$ cat src/obs_consts.vh
// Constants for the observe-only boundary-scan port.
`ifndef OBS_CONSTS_VH
`define OBS_CONSTS_VH
`define OBS_ST_RESET    4'h0
`define OBS_ST_IDLE     4'h1
`define OBS_ST_SEL_DR   4'h2
`define OBS_ST_CAP_DR   4'h3
`define OBS_ST_SH_DR    4'h4
`define OBS_ST_EX1_DR   4'h5
`define OBS_ST_PAU_DR   4'h6
`define OBS_ST_EX2_DR   4'h7
`define OBS_ST_UPD_DR   4'h8
`define OBS_ST_SEL_IR   4'h9
`define OBS_ST_CAP_IR   4'hA
`define OBS_ST_SH_IR    4'hB
`define OBS_ST_EX1_IR   4'hC
`define OBS_ST_PAU_IR   4'hD
`define OBS_ST_EX2_IR   4'hE
`define OBS_ST_UPD_IR   4'hF
`define OBS_IR_W        4
`define OBS_IR_EXTEST   4'h0
`define OBS_IR_SAMPLE   4'h1
`define OBS_IR_IDCODE   4'h2
`define OBS_IR_BYPASS   4'hF
`define OBS_IR_CAPTURE  4'h1
`define OBS_ID_W        32
`define OBS_ID_VALUE    32'h00000001
`define OBS_BS_W        8
`endif

$ cat src/obs_shift_reg.v
// Capture-and-shift register used for the scan chain and identification word.
`timescale 1ns/1ps
module obs_shift_reg #(
  parameter W = 8
) (
  input  wire         ref_clk,
  input  wire         rst,
  input  wire         tck_rise,
  input  wire         capture,
  input  wire         shift,
  input  wire         ser_in,
  input  wire [W-1:0] par_in,
  output reg  [W-1:0] data
);
  // Capture loads the parallel word; shift moves toward bit 0, new bit at the top.
  always @(posedge ref_clk or posedge rst) begin
    if (rst) begin
      data <= {W{1'b0}};
    end else if (tck_rise && capture) begin
      data <= par_in;
    end else if (tck_rise && shift) begin
      data <= {ser_in, data[W-1:1]};
    end
  end
endmodule // obs_shift_reg

$ cat src/obs_tap.v
// Observe-only boundary-scan test access port, sampled on the block clock.
// Behaviour notes for whoever picks this block up next.
//
// The test clock is not used as a clock here.
// It is treated as a slow pin and sampled by the block clock through two flip-flops.
// A third flip-flop holds the previous synchronised level, so rises and falls are
// seen as one-cycle pulses of the block clock.
// This keeps the whole block in one clock domain at the cost of a few cycles of lag.
// Mode select and scan in pass the same two flip-flops as the test clock.
// Because the lag is equal, the value seen at a detected rise is the pin level at
// that rise, provided the tester holds it for a few block cycles around the edge.
// The test clock must stay high and low for at least three block cycles each.
// A shorter phase could be lost between samples and an edge would go unseen.
//
// There is no test reset pin.
// The state machine reaches its reset state after five rising test clocks with
// mode select high, whatever state it started in.
// The logic reset from the controller also forces that state directly.
// Entering the reset state puts the identification word back in the instruction
// register, so a tester can read it without loading an instruction first.
//
// Scan out is registered and changes only after a detected falling edge.
// The tester reads it before the next rise, which gives half a test clock of margin.
// The output enable follows the same edge and is high only while shifting.
// Outside shifting the pin still takes a new bit at each falling edge, with the enable low.
//
// The boundary chain is observe only.
// It captures the synchronised pin levels and shifts them out, lowest pin first.
// It has no update stage, so no instruction can reach a functional pin.
// The drive-test and sample codes therefore behave the same way in this block.
// That trade keeps the functional pins free of any test path.
//
// Codes that select no register fall back to the one-bit bypass stage.
// The bypass bit is cleared on capture, so the first bit out is always zero.
//
// All widths and codes live in the constants header.
// The identification value there is arbitrary and carries no maker code.
// Changing the chain width means changing the observed pin port to match.
//
// Limitations.
// The block cannot follow a test clock faster than about a sixth of its own clock.
// Pins are sampled only at capture; a glitch between captures is never seen.
// The pause states hold the chain unchanged for as long as the tester wishes.
`include "obs_consts.vh"
`timescale 1ns/1ps
module obs_tap (
  input  wire                 ref_clk,
  input  wire                 rst,
  input  wire                 tck,
  input  wire                 tms,
  input  wire                 tdi,
  input  wire [`OBS_BS_W-1:0] pin_obs,
  output reg                  tdo,
  output reg                  tdo_oe,
  output reg  [3:0]           tap_state
);
  // Two-flop synchronisers; the first stage feeds only the second.
  reg [1:0] tck_s;
  reg [1:0] tms_s;
  reg [1:0] tdi_s;
  reg [`OBS_BS_W-1:0] pin_m;
  reg [`OBS_BS_W-1:0] pin_s;
  reg       tck_d;
  always @(posedge ref_clk or posedge rst) begin
    if (rst) begin
      tck_s <= 2'h0;
      tms_s <= 2'h3;
      tdi_s <= 2'h0;
      tck_d <= 1'b0;
      pin_m <= {`OBS_BS_W{1'b0}};
      pin_s <= {`OBS_BS_W{1'b0}};
    end else begin
      tck_s <= {tck_s[0], tck};
      tms_s <= {tms_s[0], tms};
      tdi_s <= {tdi_s[0], tdi};
      tck_d <= tck_s[1];
      pin_m <= pin_obs;
      pin_s <= pin_m;
    end
  end

  // Edges of the test clock; tms and tdi lag tck by the same two flops.
  wire tck_rise = tck_s[1] & ~tck_d;
  wire tck_fall = ~tck_s[1] & tck_d;
  wire tms_q    = tms_s[1];
  wire tdi_q    = tdi_s[1];

  // Standard sixteen-state machine; five high tms clocks always reach reset.
  reg [3:0] next_state;
  always @* begin
    next_state = tap_state;
    case (tap_state)
      `OBS_ST_RESET:  next_state = tms_q ? `OBS_ST_RESET  : `OBS_ST_IDLE;
      `OBS_ST_IDLE:   next_state = tms_q ? `OBS_ST_SEL_DR : `OBS_ST_IDLE;
      `OBS_ST_SEL_DR: next_state = tms_q ? `OBS_ST_SEL_IR : `OBS_ST_CAP_DR;
      `OBS_ST_CAP_DR: next_state = tms_q ? `OBS_ST_EX1_DR : `OBS_ST_SH_DR;
      `OBS_ST_SH_DR:  next_state = tms_q ? `OBS_ST_EX1_DR : `OBS_ST_SH_DR;
      `OBS_ST_EX1_DR: next_state = tms_q ? `OBS_ST_UPD_DR : `OBS_ST_PAU_DR;
      `OBS_ST_PAU_DR: next_state = tms_q ? `OBS_ST_EX2_DR : `OBS_ST_PAU_DR;
      `OBS_ST_EX2_DR: next_state = tms_q ? `OBS_ST_UPD_DR : `OBS_ST_SH_DR;
      `OBS_ST_UPD_DR: next_state = tms_q ? `OBS_ST_SEL_DR : `OBS_ST_IDLE;
      `OBS_ST_SEL_IR: next_state = tms_q ? `OBS_ST_RESET  : `OBS_ST_CAP_IR;
      `OBS_ST_CAP_IR: next_state = tms_q ? `OBS_ST_EX1_IR : `OBS_ST_SH_IR;
      `OBS_ST_SH_IR:  next_state = tms_q ? `OBS_ST_EX1_IR : `OBS_ST_SH_IR;
      `OBS_ST_EX1_IR: next_state = tms_q ? `OBS_ST_UPD_IR : `OBS_ST_PAU_IR;
      `OBS_ST_PAU_IR: next_state = tms_q ? `OBS_ST_EX2_IR : `OBS_ST_PAU_IR;
      `OBS_ST_EX2_IR: next_state = tms_q ? `OBS_ST_UPD_IR : `OBS_ST_SH_IR;
      `OBS_ST_UPD_IR: next_state = tms_q ? `OBS_ST_SEL_DR : `OBS_ST_IDLE;
      default:        next_state = `OBS_ST_RESET;
    endcase
  end

  // The state advances only on a test clock rising edge; no test reset pin exists.
  always @(posedge ref_clk or posedge rst) begin
    if (rst) begin
      tap_state <= `OBS_ST_RESET;
    end else if (tck_rise) begin
      tap_state <= next_state;
    end
  end

  // Instruction shift and update; reset state selects the identification word.
  reg [`OBS_IR_W-1:0] ir_sh;
  reg [`OBS_IR_W-1:0] ir;
  always @(posedge ref_clk or posedge rst) begin
    if (rst) begin
      ir_sh <= `OBS_IR_CAPTURE;
      ir    <= `OBS_IR_IDCODE;
    end else if (tck_rise) begin
      case (tap_state)
        `OBS_ST_RESET:  ir    <= `OBS_IR_IDCODE;
        `OBS_ST_CAP_IR: ir_sh <= `OBS_IR_CAPTURE;
        `OBS_ST_SH_IR:  ir_sh <= {tdi_q, ir_sh[`OBS_IR_W-1:1]};
        `OBS_ST_UPD_IR: ir    <= ir_sh;
        default:        ir    <= ir;
      endcase
    end
  end

  // Data register selection; unknown codes act as bypass.
  wire sel_id = (ir == `OBS_IR_IDCODE);
  wire sel_bs = (ir == `OBS_IR_SAMPLE) || (ir == `OBS_IR_EXTEST);
  wire cap_dr = (tap_state == `OBS_ST_CAP_DR);
  wire sh_dr  = (tap_state == `OBS_ST_SH_DR);

  wire [`OBS_ID_W-1:0] id_q;
  wire [`OBS_BS_W-1:0] bs_q;

  // Identification word, shifted out bit 0 first.
  obs_shift_reg #(.W(`OBS_ID_W)) u_id (
    .ref_clk  (ref_clk),
    .rst      (rst),
    .tck_rise (tck_rise),
    .capture  (cap_dr & sel_id),
    .shift    (sh_dr & sel_id),
    .ser_in   (tdi_q),
    .par_in   (`OBS_ID_VALUE),
    .data     (id_q)
  );

  // Observe-only chain: captures pins, has no update stage and no pin drive.
  obs_shift_reg #(.W(`OBS_BS_W)) u_bs (
    .ref_clk  (ref_clk),
    .rst      (rst),
    .tck_rise (tck_rise),
    .capture  (cap_dr & sel_bs),
    .shift    (sh_dr & sel_bs),
    .ser_in   (tdi_q),
    .par_in   (pin_s),
    .data     (bs_q)
  );

  // Single bypass bit, cleared on capture.
  reg byp;
  always @(posedge ref_clk or posedge rst) begin
    if (rst) begin
      byp <= 1'b0;
    end else if (tck_rise && cap_dr) begin
      byp <= 1'b0;
    end else if (tck_rise && sh_dr) begin
      byp <= tdi_q;
    end
  end

  // Output bit chosen from the register being shifted.
  wire sh_ir = (tap_state == `OBS_ST_SH_IR);
  wire out_bit = sh_ir  ? ir_sh[0] :
                 sel_id ? id_q[0]  :
                 sel_bs ? bs_q[0]  : byp;

  // Scan out changes on the falling edge so the tester samples a stable bit.
  always @(posedge ref_clk or posedge rst) begin
    if (rst) begin
      tdo    <= 1'b0;
      tdo_oe <= 1'b0;
    end else if (tck_fall) begin
      tdo    <= out_bit;
      tdo_oe <= sh_ir | sh_dr;
    end
  end
endmodule // obs_tap

$ cat config.mk
export PLATFORM = sky130hd
export DESIGN_NAME = obs_tap
export DESIGN_NICKNAME = d
export VERILOG_FILES = /design/src/obs_shift_reg.v /design/src/obs_tap.v
export VERILOG_INCLUDE_DIRS = /design/src /design/src/src
export SDC_FILE = /design/constraint.sdc
export NUM_CORES = 1
export LEC_CHECK = 0
export BUFFER_PORTS_ARGS = -buffer_cell sky130_fd_sc_hd__buf_4
export CAP_MARGIN = 20
export CORE_MARGIN = 2
export CORE_UTILIZATION = 65
export CTS_BUF_LIST = sky130_fd_sc_hd__clkbuf_2
export DETAILED_ROUTE_END_ITERATION = 12
export GPL_ROUTABILITY_DRIVEN = 0
export PLACE_DENSITY = 0.92
export SYNTH_ARGS = -nofsm -noshare
export SYNTH_HDL_FRONTEND = slang
export SYNTH_SLANG_ARGS = --single-unit
$ cat constraint.sdc
create_clock -name ref_clk -period 5.4 [get_ports ref_clk]
set_input_delay 1.08 -clock ref_clk [delete_from_list [all_inputs] [get_ports ref_clk]]
set_output_delay 1.08 -clock ref_clk [all_outputs]
set_load 0.05 [all_outputs]
==> metrics.md <==
| Metric | Value |
|---|---|
| First-pass GRT wire length | 8810 um |
| Nets | 330 |
| Flops & latches, synth | 78 |
| Ys flop type | dfrtp_1 |
| Synthesized Nets | 316 |
| Remaining DRCs | 0 |
| Final worst path period share | 49.6% |
| Power Density | 406 nW/um^2 |
| Worst-Margin Slew | 720 ps |
| Vias in the first global route | 1917 |
| Type of the worst setup path | flip-flop to primary output |
| Largest net degree at the start of global routing | 65 |
| I/O pin count | 19 |
| Worst hold slack | 372 ps |
| Ys async rst share | 100% |
| Ant diodes | 0 |
| Initial drt markers | 108 |
| Slew HR | 51.9% |
| RSZ-0062 raised after global routing | no |
| Footprint of the multi-input gates | 1060 um^2 |
| Initial Util | 67.0% |
| Ratio of cells with drive above 1 in the final layout | 14.6% |
| Critical path buffers and inverters | 1 |
| Grt peak-use layer | met1 |
| WL final | 5170 um |
| Area growth syn-to-layout | 9.40% |
| Clock Path Buffers | 2 |
| Sequential element share of the synthesized area | 62.3% |
| CP max stage delay | 790 ps |
| DR vias/cell | 5.64 |
| Crit path cell chain | buf_4 |
| Ys Warns | 0 |
| Synth unique cells | 39 |
| Initial antenna violation count | 0 |
| Die H | 73.5 um |
| Slowest CP cell | dfrtp_1 |
| Root buf cell | clkbuf_2 |
| Total CTS buffers | 9 |
| Met1 Usage GRT | 31.7% |
| Post-DR wirelength/cell | 13.7 um |
| Static leakage | 1.54 nW |
| Worst setup EP type | primary output |
| WP data required | 4320 ps |
| Met2 usage | 31.2% |
| Post-CTS Setup Bufs | 0 |
| Max Cap Violations | 0 |
| Routed Antenna Nets | 0 |
| FILL cells | 313 |
| # port buffers | 18 |
| Fmax | 0.373 GHz |
| Hold Crit Class | flip-flop to flip-flop |
| DIE WIDTH | 73.5 um |
| Worst Setup Start Kind | flip-flop |
| Layout Skew | 22.0 ps |
| Syn Inst Count | 303 |
| CTS Hold Bufs | 0 |
| Drt pass-1 iters | 4 |
| EDFF count, synth | 0 |
| Fin. Hold Viols | 0 |
| Final setup viols | 0 |
| Via count | 2121 |
| VDD IR-drop max | 0.000259 V |
| Cell Area, Synth | 3140 um^2 |
| Routing usage on met3 | 6.31% |
| Crit-path max FO | 22 |
| Avg Inst Size Synth | 10.4 um^2 |
| Status | complete, no violations |
| FF/Latch Area | 1960 um^2 |
| Clock Latency Late Sink | 490 ps |
| WP data arrival | 1600 ps |
| Slew Viols, Final | 0 |
| Row count | 25 |
| Critical path's top delay family | flip-flops |
| CTS tree | yes |
| Overflow after GRT | 0 |
| Post-DP HPWL | 3270 um |
| Tmin final | 2680 ps |
| Clock transition at path regs | 200 ps |
| Setup TNS | 0 ps |
| CTS sink cnt | 78 |
| CORE AREA | 4690 um^2 |
| GRT Overall Usage | 21.8% |
| Die area | 5410 um^2 |
| H-tree Lvls | 3 |
| Post-cts repair resize count | 0 |
==> stage by stage <==
stage | total power, mW | utilization [%] | worst slack (ps) | instances | cell area [um^2]
floorplan | 0.946 | - | 2330 | 303 | 3140
global placement | 1.00 | 69.8 | 3170 | 360 | 3280
detailed placement | 1.01 | 69.8 | 3150 | 360 | 3280
CTS | 1.40 | 73.3 | 2720 | 376 | 3440
global route | 1.47 | 73.3 | 2620 | 376 | 3440
finish | 1.40 | 73.3 | 2720 | 376 | 3440
==> metal layers <==
layer / routed length (um) / share of wire [%] / up-vias
met4: 78 / 1.5 / 0
met2: 2480 / 48 / 41
met5: 0 / 0 / -
met1: 2420 / 47 / 1022
met3: 186 / 3.6 / 8
li1: - / - / 1050
==> cells by family (layout without fill, tap and decap cells) <==
group,count (synthesis),in the layout,share of synthesized area (%)
buffers and inverters,27,46,3.94
muxes,10,10,3.23
DFF,78,78,62.3
and+or+nand+nor,110,110,15.3
AOI/OAI and AO/OA,78,78,15.3
==> power breakdown <==
part / internal (mW) / switching [mW]
Clock: 0.201 / 0.192
Sequential: 0.640 / 0.0814
Combinational: 0.0993 / 0.184
==> worst paths after layout <==
kind                                     startpoint                        end  slack, ps  cells after the start
min                              tms_s[0]$_DFF_PP1_         tms_s[1]$_DFF_PP1_        370                      0
max reg2reg                tap_state[0]$_DFFE_PP0P_  u_id.data[30]$_DFFE_PP0P_       3380                      5
max in group asynchronous                       rst         tms_s[0]$_DFF_PP1_       3740                      3
min in group asynchronous                       rst         pin_m[3]$_DFF_PP0_        640                      2
max                        tap_state[0]$_DFFE_PP0P_               tap_state[0]       2720                      1
min reg2reg                      tms_s[0]$_DFF_PP1_         tms_s[1]$_DFF_PP1_        370                      0
==> cells in the final DEF (no fill, tap or decap), drive strengths merged, types with 2 or more instances in the layout <==
cell type	count
o21ai	47
nand3	4
dfstp	4
bufinv	3
and2	2
nor2b	6
buf	21
a31oi	3
clkbuf	10
dfrtp	74
o2111ai	2
nand2b	2
nor3	2
a22oi	2
mux2i	9
a311oi	2
a211oi	2
inv	9
a22o	3
clkinv	2
nor2	8
nand4	2
nand2	80
a21oi	8
nor3b	2
o211ai	2
==> cell type report <==
class                   instances  share of cell area, %
flip-flops and latches         78                   56.9
multi-input cells             198                   30.9
inverters                       9                  0.983
repair buffers                 21                   4.59
clock buffers                  10                   1.46
well taps                      54                   1.97
clock inverters                 6                   3.20
==> state kept, by name, summed over array words and instances (netlist names) <==
name / count
tdi_s: 2
tck_d: 1
tck_s: 2
byp: 1
tap_state: 4
u_bs.data: 8
tdo: 1
tms_s: 2
pin_s: 8
ir: 4
tdo_oe: 1
u_id.data: 32
pin_m: 8
ir_sh: 4
==> cells in the mapped netlist, types with 4 or more instances <==
master    count  area share (%)
a21oi_1       8             1.3
buf_2         9             1.4
clkbuf_1      5            0.60
dfrtp_1      74              59
dfstp_2       4             3.3
inv_1         9             1.1
mux2i_1       9             2.9
nand2_1      80             9.6
nand3_1       4            0.64
nor2_1        8            0.96
nor2b_1       6             1.2
o21ai_0      13             2.1
o21ai_1      34             5.4
(Power assumes the default switching activity.)
